File: config.mk
export PLATFORM = sky130hd
export DESIGN_NAME = pwm_steer_top
export DESIGN_NICKNAME = d
export VERILOG_FILES = /design/src/core/pwm_steer_pkg.sv /design/src/core/steer_cfg_if.sv /design/src/core/pwm_out_mux.sv /design/src/core/pwm_steer_top.sv
export SDC_FILE = /design/constraint.sdc
export NUM_CORES = 1
export LEC_CHECK = 0
export BUFFER_PORTS_ARGS = -buffer_cell sky130_fd_sc_hd__buf_4
export CORE_MARGIN = 4
export CORE_UTILIZATION = 30
export DETAILED_ROUTE_END_ITERATION = 12
export SYNTH_ARGS = -nofsm -noshare
export SYNTH_HDL_FRONTEND = slang
export SYNTH_SLANG_ARGS = --single-unit
File: constraint.sdc
create_clock -name clk_i -period 4.95 [get_ports clk_i]
set_input_delay 0.99 -clock clk_i [delete_from_list [all_inputs] [get_ports clk_i]]
set_output_delay 0.99 -clock clk_i [all_outputs]
set_load 0.05 [all_outputs]
File: src/core/pwm_steer_pkg.sv
/*
 * constants for the enhanced pwm output steering block: register map,
 * field positions, reset values and arrangement encodings.
 * assumes nothing of its surroundings.
 */
package pwm_steer_pkg;

   // register byte addresses on the 32-bit wishbone bus
   localparam logic [3:0] OFS_UNIT_CTRL   = 4'h0;
   localparam logic [3:0] OFS_STEER_CTRL  = 4'h4;
   localparam logic [3:0] OFS_PIN_DIR     = 4'h8;
   localparam logic [3:0] OFS_STATUS      = 4'hc;

   // printed register indices, kept for reference by software
   localparam logic [11:0] IDX_STEER_CTRL_A = 12'hfbf;
   localparam logic [11:0] IDX_STEER_CTRL_B = 12'hfb9;

   // unit control register fields
   localparam int MODE_LO    = 0;   // unit_mode_field[3:0]
   localparam int MODE_W     = 4;
   localparam int ARR_LO     = 6;   // output_arrangement_sel[1:0]
   localparam int ARR_W      = 2;
   localparam int EN_BIT     = 8;   // pwm enable, own bit

   // steering control fields
   localparam int STR_LO     = 0;   // steer_en_a .. steer_en_d
   localparam int STR_W      = 4;
   localparam int SYNC_BIT   = 4;
   localparam int COMPLEMENTARY_ASSIGN_LO    = 6;
   localparam int COMPLEMENTARY_ASSIGN_W     = 2;

   localparam logic [7:0] UNIT_CTRL_RST  = 8'h00;
   localparam logic [7:0] STEER_CTRL_RST = 8'h01;
   localparam logic [7:0] STEER_WMASK    = 8'hdf;   // bit 5 reads zero
   localparam logic [3:0] PIN_DIR_RST    = 4'hf;

   localparam logic [1:0] MODE_PWM_HI    = 2'h3;    // mode upper bits for pwm
   localparam logic [1:0] COMPLEMENTARY_ASSIGN_ON        = 2'h1;
   localparam int         PWM_RES_BITS   = 10;

   typedef enum logic [1:0] {
      ARR_SINGLE   = 2'b00,
      ARR_FULL_FWD = 2'b01,
      ARR_HALF     = 2'b10,
      ARR_FULL_REV = 2'b11
   } arrangement_t;

endpackage

File: src/core/steer_cfg_if.sv
/*
 * interface carrying the live steering configuration from the register
 * file to the output mux. assumes both ends share clk_i.
 */
`timescale 1ns/1ps
`default_nettype none
interface steer_cfg_if;
   logic [3:0] mode;        // unit_mode_field
   logic [1:0] arrangement; // output_arrangement_sel
   logic       enable;
   logic [3:0] steer_en;    // applied steering bits, d..a
   logic       complementary_assign;        // complementary toggling active
   modport regs (output mode, output arrangement, output enable, output steer_en, output complementary_assign);
   modport mux  (input mode, input arrangement, input enable, input steer_en, input complementary_assign);
endinterface
`default_nettype wire

File: src/core/pwm_out_mux.sv
/*
 * output mux: turns the raw modulated signal into four pin values and
 * pin-ownership flags. assumes period_start_i is a one-cycle strobe from
 * the shared timebase and pwm_raw_i is synchronous to clk_i.
 */
`timescale 1ns/1ps
`default_nettype none
module pwm_out_mux (
   input  wire logic      clk_i,
   input  wire logic      sys_rst_i,
   input  wire logic      pwm_raw_i,
   input  wire logic      period_start_i,
   steer_cfg_if.mux       cfg,
   output logic [3:0]     pin_val_o,
   output logic [3:0]     pin_own_o,
   output logic           running_o
);
   logic       run_r;
   logic       phase_r;   // complementary toggle: 0 drives a, 1 drives b
   logic       act_hi;
   logic       act_lo;
   logic       pol_inv_ac;
   logic       pol_inv_bd;
   logic [3:0] own_nxt;
   logic [3:0] val_nxt;

   // wait for a fresh period after enable so the first pulse is whole
   always_ff @(posedge clk_i) begin
      if (sys_rst_i || !cfg.enable) begin
         run_r <= 1'b0;
      end else if (period_start_i) begin
         run_r <= 1'b1;
      end
   end

   // toggle the active output of the complementary pair every period
   always_ff @(posedge clk_i) begin
      if (sys_rst_i || !cfg.complementary_assign) begin
         phase_r <= 1'b0;
      end else if (period_start_i && run_r) begin
         phase_r <= ~phase_r;
      end
   end

   // mode low bits pick active-low for a/c and b/d respectively
   assign pol_inv_ac = cfg.mode[pwm_steer_pkg::MODE_LO];
   assign pol_inv_bd = cfg.mode[pwm_steer_pkg::MODE_LO + 1];
   assign act_hi     = run_r & pwm_raw_i;
   assign act_lo     = 1'b0;

   // arrangement decode; unused pins are released to the port
   always_comb begin
      own_nxt = 4'h0;
      val_nxt = 4'h0;
      if (cfg.enable && cfg.mode[3:2] == pwm_steer_pkg::MODE_PWM_HI) begin
         case (pwm_steer_pkg::arrangement_t'(cfg.arrangement))
            pwm_steer_pkg::ARR_SINGLE: begin
               if (cfg.complementary_assign) begin
                  own_nxt = 4'h3;
                  val_nxt = {2'b00, act_hi & phase_r, act_hi & ~phase_r};
               end else begin
                  own_nxt = cfg.steer_en;
                  val_nxt = {4{act_hi}} & cfg.steer_en;
               end
            end
            pwm_steer_pkg::ARR_HALF: begin
               own_nxt = 4'h3;
               val_nxt = {2'b00, ~act_hi & run_r, act_hi};
            end
            pwm_steer_pkg::ARR_FULL_FWD: begin
               own_nxt = 4'hf;
               val_nxt = {act_hi, act_lo, act_lo, run_r};
            end
            pwm_steer_pkg::ARR_FULL_REV: begin
               own_nxt = 4'hf;
               val_nxt = {act_lo, run_r, act_hi, act_lo};
            end
            default: begin
               own_nxt = 4'h0;
               val_nxt = 4'h0;
            end
         endcase
      end else if (cfg.enable && cfg.mode[3:2] != 2'b00) begin
         // other nonzero mode upper bits: pin a only, arrangement and steering ignored
         own_nxt = 4'h1;
         val_nxt = {3'b000, act_hi};
      end
   end

   // registered pin values; polarity applied per pin pair
   always_ff @(posedge clk_i) begin
      if (sys_rst_i) begin
         pin_val_o <= 4'h0;
         pin_own_o <= 4'h0;
      end else begin
         pin_own_o <= own_nxt;
         pin_val_o <= val_nxt ^ ({pol_inv_bd, pol_inv_ac, pol_inv_bd, pol_inv_ac} & own_nxt);
      end
   end

   assign running_o = run_r;

   AST_NO_OUT_BEFORE_PERIOD: assert property (@(posedge clk_i) disable iff (sys_rst_i)
      (!run_r && !period_start_i) |=> ((pin_val_o & ~{pol_inv_bd, pol_inv_ac, pol_inv_bd, pol_inv_ac}
      & pin_own_o & 4'h1) == 4'h0 || !pin_own_o[0]))
      else $error("output before first period");
   AST_UNUSED_RELEASED: assert property (@(posedge clk_i) disable iff (sys_rst_i)
      (!cfg.enable) |=> (pin_own_o == 4'h0))
      else $error("pin held while disabled");
   AST_COMPLEMENTARY_ASSIGN_TOGGLE: assert property (@(posedge clk_i) disable iff (sys_rst_i)
      (cfg.complementary_assign && run_r && period_start_i && $stable(cfg.complementary_assign)) |=> (phase_r != $past(phase_r)))
      else $error("complementary phase did not toggle");
   AST_STEER_OWN: assert property (@(posedge clk_i) disable iff (sys_rst_i)
      (cfg.enable && cfg.mode[3:2] == 2'b11 && cfg.arrangement == 2'b00 && !cfg.complementary_assign)
      |=> (pin_own_o == $past(cfg.steer_en)))
      else $error("steering ownership mismatch");
endmodule
`default_nettype wire

File: src/core/pwm_steer_top.sv
/*
 * enhanced pwm output steering: wishbone register file, steering update
 * timing and pin drive for four pwm outputs a..d.
 * assumes a shared timebase supplies pwm_raw_i and period_start_i, and that
 * the port logic drives pins whenever pin_own_o is low.
 */
//
// Contract
// - one waveform, 10-bit resolution, four pins
// - single, half, full forward, full reverse
// - arrangement chosen by selection field
// - pin polarity from unit mode field
// - first output waits for new period
// - unused pins released to other functions
// - complementary field toggles a/b per period
// - sync bit defers steering to period
// - sync clear applies steering immediately
// - steering bits d..a map outputs d..a
// - clear steering bit returns pin to port
`timescale 1ns/1ps
`default_nettype none
module pwm_steer_top (
   input  wire logic        clk_i,
   input  wire logic        sys_rst_i,
   input  wire logic        wb_cyc_i,
   input  wire logic        wb_stb_i,
   input  wire logic        wb_we_i,
   input  wire logic [3:0]  wb_adr_i,
   input  wire logic [3:0]  wb_sel_i,
   input  wire logic [31:0] wb_dat_i,
   output logic [31:0]      wb_dat_o,
   output logic             wb_ack_o,
   output logic             wb_err_o,
   input  wire logic        pwm_raw_i,
   input  wire logic        period_start_i,
   input  wire logic [3:0]  port_val_i,
   output logic [3:0]       pwm_out_o,
   output logic [3:0]       pwm_out_oe_n_o,
   output logic [3:0]       pin_own_o
);
   steer_cfg_if cfg ();

   logic [8:0] unit_ctrl_r;
   logic [7:0] steer_ctrl_r;    // software image
   logic [3:0] steer_applied_r; // steering in force
   logic [1:0] complementary_assign_applied_r;
   logic       steer_pend_r;
   logic [3:0] pin_dir_r;       // 0 = output, like a direction latch
   logic [3:0] mux_val;
   logic [3:0] mux_own;
   logic       running;
   logic       req;
   logic       hit;
   logic [31:0] rd_nxt;

   // decode of a valid address, used for ack/err and to gate register writes
   function automatic logic addr_ok(input logic [3:0] a);
      addr_ok = (a == pwm_steer_pkg::OFS_UNIT_CTRL) || (a == pwm_steer_pkg::OFS_STEER_CTRL) ||
                (a == pwm_steer_pkg::OFS_PIN_DIR) || (a == pwm_steer_pkg::OFS_STATUS);
   endfunction

   assign req = wb_cyc_i & wb_stb_i & ~wb_ack_o & ~wb_err_o;
   assign hit = addr_ok(wb_adr_i);

   // one-wait-state answer, dropped the cycle after it was given
   always_ff @(posedge clk_i) begin
      if (sys_rst_i) begin
         wb_ack_o <= 1'b0;
         wb_err_o <= 1'b0;
      end else begin
         wb_ack_o <= req & hit;
         wb_err_o <= req & ~hit;
      end
   end

   // control registers; writes take effect at the ack edge
   always_ff @(posedge clk_i) begin
      if (sys_rst_i) begin
         unit_ctrl_r  <= {1'b0, pwm_steer_pkg::UNIT_CTRL_RST};
         steer_ctrl_r <= pwm_steer_pkg::STEER_CTRL_RST;
         pin_dir_r    <= pwm_steer_pkg::PIN_DIR_RST;
      end else if (req && hit && wb_we_i) begin
         if (wb_adr_i == pwm_steer_pkg::OFS_UNIT_CTRL) begin
            if (wb_sel_i[0]) unit_ctrl_r[7:0] <= wb_dat_i[7:0];
            if (wb_sel_i[1]) unit_ctrl_r[8]   <= wb_dat_i[pwm_steer_pkg::EN_BIT];
         end
         if (wb_adr_i == pwm_steer_pkg::OFS_STEER_CTRL && wb_sel_i[0]) begin
            steer_ctrl_r <= wb_dat_i[7:0] & pwm_steer_pkg::STEER_WMASK;
         end
         if (wb_adr_i == pwm_steer_pkg::OFS_PIN_DIR && wb_sel_i[0]) begin
            pin_dir_r <= wb_dat_i[3:0];
         end
      end
   end

   // steering update: immediate, or held to the next period start
   always_ff @(posedge clk_i) begin
      if (sys_rst_i) begin
         steer_applied_r <= pwm_steer_pkg::STEER_CTRL_RST[3:0];
         complementary_assign_applied_r  <= 2'b00;
         steer_pend_r    <= 1'b0;
      end else if (!steer_ctrl_r[pwm_steer_pkg::SYNC_BIT]) begin
         steer_applied_r <= steer_ctrl_r[3:0];
         complementary_assign_applied_r  <= steer_ctrl_r[7:6];
         steer_pend_r    <= 1'b0;
      end else if (period_start_i) begin
         steer_applied_r <= steer_ctrl_r[3:0];
         complementary_assign_applied_r  <= steer_ctrl_r[7:6];
         steer_pend_r    <= 1'b0;
      end else if (steer_ctrl_r[3:0] != steer_applied_r || steer_ctrl_r[7:6] != complementary_assign_applied_r) begin
         steer_pend_r    <= 1'b1;
      end
   end

   assign cfg.mode        = unit_ctrl_r[3:0];
   assign cfg.arrangement = unit_ctrl_r[7:6];
   assign cfg.enable      = unit_ctrl_r[8];
   assign cfg.steer_en    = steer_applied_r;
   assign cfg.complementary_assign        = (complementary_assign_applied_r == pwm_steer_pkg::COMPLEMENTARY_ASSIGN_ON);

   pwm_out_mux u_mux (
      .clk_i          (clk_i),
      .sys_rst_i      (sys_rst_i),
      .pwm_raw_i      (pwm_raw_i),
      .period_start_i (period_start_i),
      .cfg            (cfg),
      .pin_val_o      (mux_val),
      .pin_own_o      (mux_own),
      .running_o      (running)
   );

   // pin drive: pwm value where owned, port value otherwise
   always_ff @(posedge clk_i) begin
      if (sys_rst_i) begin
         pwm_out_o      <= 4'h0;
         pwm_out_oe_n_o <= 4'hf;
      end else begin
         pwm_out_o      <= (mux_val & mux_own) | (port_val_i & ~mux_own);
         pwm_out_oe_n_o <= pin_dir_r;
      end
   end
   assign pin_own_o = mux_own;

   // read mux
   always_comb begin
      rd_nxt = 32'h0;
      case (wb_adr_i)
         pwm_steer_pkg::OFS_UNIT_CTRL:  rd_nxt = {23'h0, unit_ctrl_r};
         pwm_steer_pkg::OFS_STEER_CTRL: rd_nxt = {24'h0, steer_ctrl_r};
         pwm_steer_pkg::OFS_PIN_DIR:    rd_nxt = {28'h0, pin_dir_r};
         pwm_steer_pkg::OFS_STATUS:     rd_nxt = {22'h0, steer_pend_r, running, mux_own, steer_applied_r};
         default:                       rd_nxt = 32'h0;
      endcase
   end

   always_ff @(posedge clk_i) begin
      if (sys_rst_i) begin
         wb_dat_o <= 32'h0;
      end else if (req) begin
         wb_dat_o <= rd_nxt;
      end
   end

   AST_SYNC_HOLD: assert property (@(posedge clk_i) disable iff (sys_rst_i)
      (steer_ctrl_r[4] && !period_start_i && $stable(steer_ctrl_r)) |=> $stable(steer_applied_r))
      else $error("steering changed off period with sync set");
   AST_ASYNC_APPLY: assert property (@(posedge clk_i) disable iff (sys_rst_i)
      (!steer_ctrl_r[4]) |=> (steer_applied_r == $past(steer_ctrl_r[3:0])))
      else $error("steering not applied at once");
   AST_PORT_PASS: assert property (@(posedge clk_i) disable iff (sys_rst_i)
      (mux_own == 4'h0) |=> (pwm_out_o == $past(port_val_i)))
      else $error("released pin not passed to port");
   AST_ACK_ONE: assert property (@(posedge clk_i) disable iff (sys_rst_i)
      wb_ack_o |=> !wb_ack_o)
      else $error("ack held two cycles");
endmodule
`default_nettype wire

### Word level (Yosys, flattened, before mapping)

Cells that the tools add are included.

| word-level totals | value |
|---|---|
| input bits | 51 |
| logic and storage cells | 86 |
| flip-flop bits (word level) | 79 |
| output and inout port bits | 46 |

| cells by class | value |
|---|---|
| bitwise operators | 22 |
| mux-type cells | 13 |
| reductions and logical operators | 24 |
| equality and inequality tests | 11 |

Operators by type and width:

| kind | count |
|---|---|
| 10-bit case mux with 4 select lines | 1 |
| 4-bit two-way mux | 6 |
| 4-bit AND | 4 |
| 4-bit case mux with 4 select lines | 1 |
| 4-bit case mux with 3 select lines | 1 |
| 1-bit AND | 9 |
| 4-bit == test (second input constant) | 2 |
| 1-bit logical AND | 7 |
| 2-bit == test (second input constant) | 3 |
| 1-bit logical OR | 6 |
| 1-bit NOT | 6 |
| 3-bit AND reduction | 2 |
| 2-bit by 1-bit == test with 1-bit output (second input constant) | 2 |
| 4-bit by 3-bit == test with 1-bit output (second input constant) | 1 |
| 4-bit zero test | 1 |
| 2-bit two-way mux | 2 |
| 4-bit != test | 1 |
| 4-bit NOT | 1 |
| 4-bit bitwise OR | 1 |
| 2-bit AND reduction | 2 |
| 4-bit XOR | 1 |
| 3-bit OR reduction | 1 |
| 1-bit zero test | 2 |
| 2-bit zero test | 1 |
| 5 further kinds | 6 |

### Logic depth before layout (Yosys ltp)

| depth | value |
|---|---|
| depth in word-level cells | 7 |
| mapped depth | 6 |
| mapped depth without buffers | 5 |

### By module

A second synthesis with hierarchy kept.

| unflattened totals | value |
|---|---|
| cell total of the unflattened synthesis | 307 |
| area, all modules | 2825.2 µm² |

By module, submodules not included:

| module | cells an instance | area each (µm²) | sequential area each (µm²) | times used |
|---|---|---|---|---|
| pwm_steer_top | 244 | 2284.7 | 940.9 | 1 |
| pwm_out_mux | 63 | 540.5 | 200.2 | 1 |

### Worst setup path before layout

OpenSTA, ideal clock, no wires.

| path | value |
|---|---|
| path type | input-to-reg |
| start point | input port wb_cyc_i |
| end point | register pin_dir_r[0] |
| cell stages on the path | 5 |
| arrival | 2.296 ns |
| buffers on the path | 0 |
| setup slack | 2.534 ns |
| data required time | 4.830 ns |
| setup time | 0.120 ns |
| path through | nand4bb_4 > or4_4 > nor3b_4 > nor2b_1 > a211o_1 |

| on the way | value |
|---|---|
| longest elaborated chain between the ends | 6 |

Ends and longest elaborated chain:

| what | line | source |
|---|---|---|
| start, declared | pwm_steer_top.sv:25 | `input wire logic wb_cyc_i,` |
| 1-bit AND (3 in a row) | pwm_steer_top.sv:62 | `assign req = wb_cyc_i & wb_stb_i & ~wb_ack_o & ~wb_err_o;` |
| 1-bit logical AND (2 in a row) | pwm_steer_top.sv:82 | `end else if (req && hit && wb_we_i) begin` |
| 2-bit AND reduction (no line) | -- |  |
| end signal, assigned | pwm_steer_top.sv:81 | `pin_dir_r <= pwm_steer_pkg::PIN_DIR_RST;` |
| end signal, assigned | pwm_steer_top.sv:91 | `pin_dir_r <= wb_dat_i[3:0];` |
| end, declared | pwm_steer_top.sv:48 | `logic [3:0] pin_dir_r;` |

No other way between the ends.
A chain may end at the register's enable or synchronous reset.

### Final worst setup path

| path | value |
|---|---|
| start point | input port wb_cyc_i |
| end point | register steer_ctrl_r[0] |

| on the way | value |
|---|---|
| longest elaborated chain between the ends | 6 |

Ends and longest elaborated chain:

| what | line | source |
|---|---|---|
| 1-bit AND (3 in a row) | pwm_steer_top.sv:62 |  |
| 1-bit logical AND (2 in a row) | pwm_steer_top.sv:82 |  |
| 2-bit AND reduction (no line) | -- |  |
| end signal, assigned | pwm_steer_top.sv:80 | `steer_ctrl_r <= pwm_steer_pkg::STEER_CTRL_RST;` |
| end signal, assigned | pwm_steer_top.sv:88 | `steer_ctrl_r <= wb_dat_i[7:0] & pwm_steer_pkg::STEER_WMASK;` |
| end, declared | pwm_steer_top.sv:44 | `logic [7:0] steer_ctrl_r;` |

No other way between the ends.

==> reports/metrics.csv <==
metric,value,unit
path_class,in -> reg,
drt_iter0_markers,165,
grt_remaining_overflow,0,
tightest_slew,0.818,ns
cts_tree,done,
period_needed,2.77,ns
area_growth,22.1,%
place_congestion,0.817,
crit_path_start_kind,primary input,
finClkSkew,0.00989,ns
cts_setup_buffers,0,
endpoint_kind,flip-flop,
crit_fanout,14,
synthTopCellsByCount,"dfxtp_1, nor2_1, nand2_1",
final_hold_viol_count,0,
cts_root_buffer,clkbuf_8,
syn_avg_cell_area,9.40,µm²
synth.most_common_cell,dfxtp_1,
grt_pass1_vias,1894,
slew_violations,0,
synth_edf_count,0,
ioPinCount,97,
start_util,31.3,%
synth_warnings,0,
multi_input_area,1330,µm²
async_reset_ff_share,0,%
min_period_over_period,56.0,%
synth_seq_area_share,43.5,%
yosysTopAreaCellShare,43.5,%
cp.required,5.17,ns
detailed_place_hpwl,4490,µm
cap_violations,0,
cts_buffer_depth,2,
ir_drop,0.130,mV
wl_per_cell,14.5,µm
finalWorstSetupSlack,2.18,ns
dp_slack,1.84,ns
die_width,102,µm
numCtsBuffers,9,
grt_pass1_wl,9920,µm
synth_top_cell_by_area,dfxtp_1,
die_area,10300,µm²
viasPerCell,4.71,
dominantRegCellSynth,dfxtp_1,
die_y,102,µm
cts_sinks,57,
cts_resized,0,
grt_max_degree,51,
fin_nets,375,
synth_cell_type_count,45,
ctsHoldBuffers,0,
setup_viol,0,
dr.pass1.iters,4,
vias,2042,
port_buffers,49,
synthesis.area,2620,µm²
synthCells,279,
cts_max_level,3,
grt_usage,12.7,%
fin_setup_tns,0,ns
rows,33,
hold_class,reg -> reg,
synthTopCellsByArea,"dfxtp_1, mux2i_1, buf_4",
nFillCells,838,
path_clk_slew,0.07,ns
ant_nets,0,
ys_ff_latch,57,
drt_wl_total,6310,µm
cellPowerDensity,326,nW/µm²
drive_gt1_share,24.6,%
finalPower,1050,µW
antenna_found_initial,0,
status,completed,
p_leak,0.00125,µW
regArea,1140,µm²
drc,0,
relSlewSlack,45.2,%
diodes,0,
fmax,361,MHz
clk_latency,0.34,ns
worst-endpoint-arrival,3.00,ns
rsz0062_at_grt,false,
core_area,8380,µm²
-- metal layers --
layer | vias up | GRT usage, % | wire [µm]
li1 | 1025 | - | -
met1 | 933 | 16.9 | 2860
met2 | 76 | 19.0 | 2880
met3 | 8 | 3.93 | 481
met4 | 0 | 5.52 | 78
met5 | - | 0 | 0
-- flip-flops by register name, summed over array words and instances (netlist names) --
name,cells
cfg.steer_en,4
complementary_assign_applied_r,2
pin_dir_r,4
pwm_out_o,4
pwm_out_oe_n_o,4
steer_ctrl_r,7
steer_pend_r,1
u_mux.phase_r,1
u_mux.pin_own_o,4
u_mux.pin_val_o,4
u_mux.running_o,1
unit_ctrl_r,9
wb_ack_o,1
wb_dat_o,10
wb_err_o,1
-- final timing paths --
kind | slack, ns | cells past startpoint | from | endpoint
setup / recovery | 2.18 | 6 | wb_cyc_i | steer_ctrl_r[0]
hold / removal | 0.46 | 2 | u_mux.pin_val_o[3] | pwm_out_o[3]
hold reg to reg | 0.46 | 2 | u_mux.pin_val_o[3] | pwm_out_o[3]
setup reg to reg | 2.50 | 5 | wb_err_o | steer_ctrl_r[0]
-- cells in the final DEF, fill, tap and decap left out, types with 2 or more instances in the layout --
master / count
nand4_1: 2
a22oi_1: 9
mux4_2: 4
or2_2: 4
o21ai_0: 4
bufinv_16: 2
xor2_1: 7
clkbuf_8: 10
nand2b_1: 4
mux2i_1: 19
nor4_1: 3
a211oi_1: 2
nand3_1: 5
nor3_1: 7
mux2_2: 3
clkinv_2: 2
nand2_1: 26
dfxtp_1: 57
nor3b_1: 2
a21oi_1: 11
xnor2_1: 2
a31oi_1: 2
conb_1: 22
o21a_1: 2
a22o_1: 3
buf_4: 50
nor2_1: 35
nor2b_1: 6
a211o_1: 5
-- area by class of cell --
class                   instances  area share (%)
multi-input cells             205            41.6
flip-flops and latches         57            35.6
repair buffers                 50            11.7
clock buffers                  11            4.41
well taps                     105            4.10
clock inverters                 5            2.46
inverters                       1           0.117
-- critical path, stage by stage --
cell,delay [ns]
buf_4,0.09
nand4bb_4,0.23
or4_4,0.60
nor3b_2,0.69
nor2b_1,0.10
a211o_1,0.28
-- where the power goes --
group          leakage, µW  internal (µW)  switching [µW]
combinational     0.000673           25.5            71.9
clock             0.000113            296             189
sequential        0.000461            462            1.62
-- per-stage QoR --
stage / hold slack (ns) / area [µm²] / std cells / utilization, %
global route: 0.485 / 3200 / 434 / 38.2
global placement: 0.447 / 2980 / 418 / 35.6
detailed placement: 0.458 / 2980 / 418 / 35.6
floorplan: 0.427 / 2700 / 300 / -
CTS: 0.467 / 3200 / 434 / 38.2
finish: 0.463 / 3200 / 434 / 38.2
-- cells by family after synthesis --
kind of cell	Yosys count	synth area share [%]
simple gates	105	21.2
flops	57	43.5
other cells	1	0.143
compound gates	43	11.5
buf+inv	38	8.73
mux	26	12.0
xor+xnor	9	3.00
Note: power is estimated with default switching activity, not from simulation.
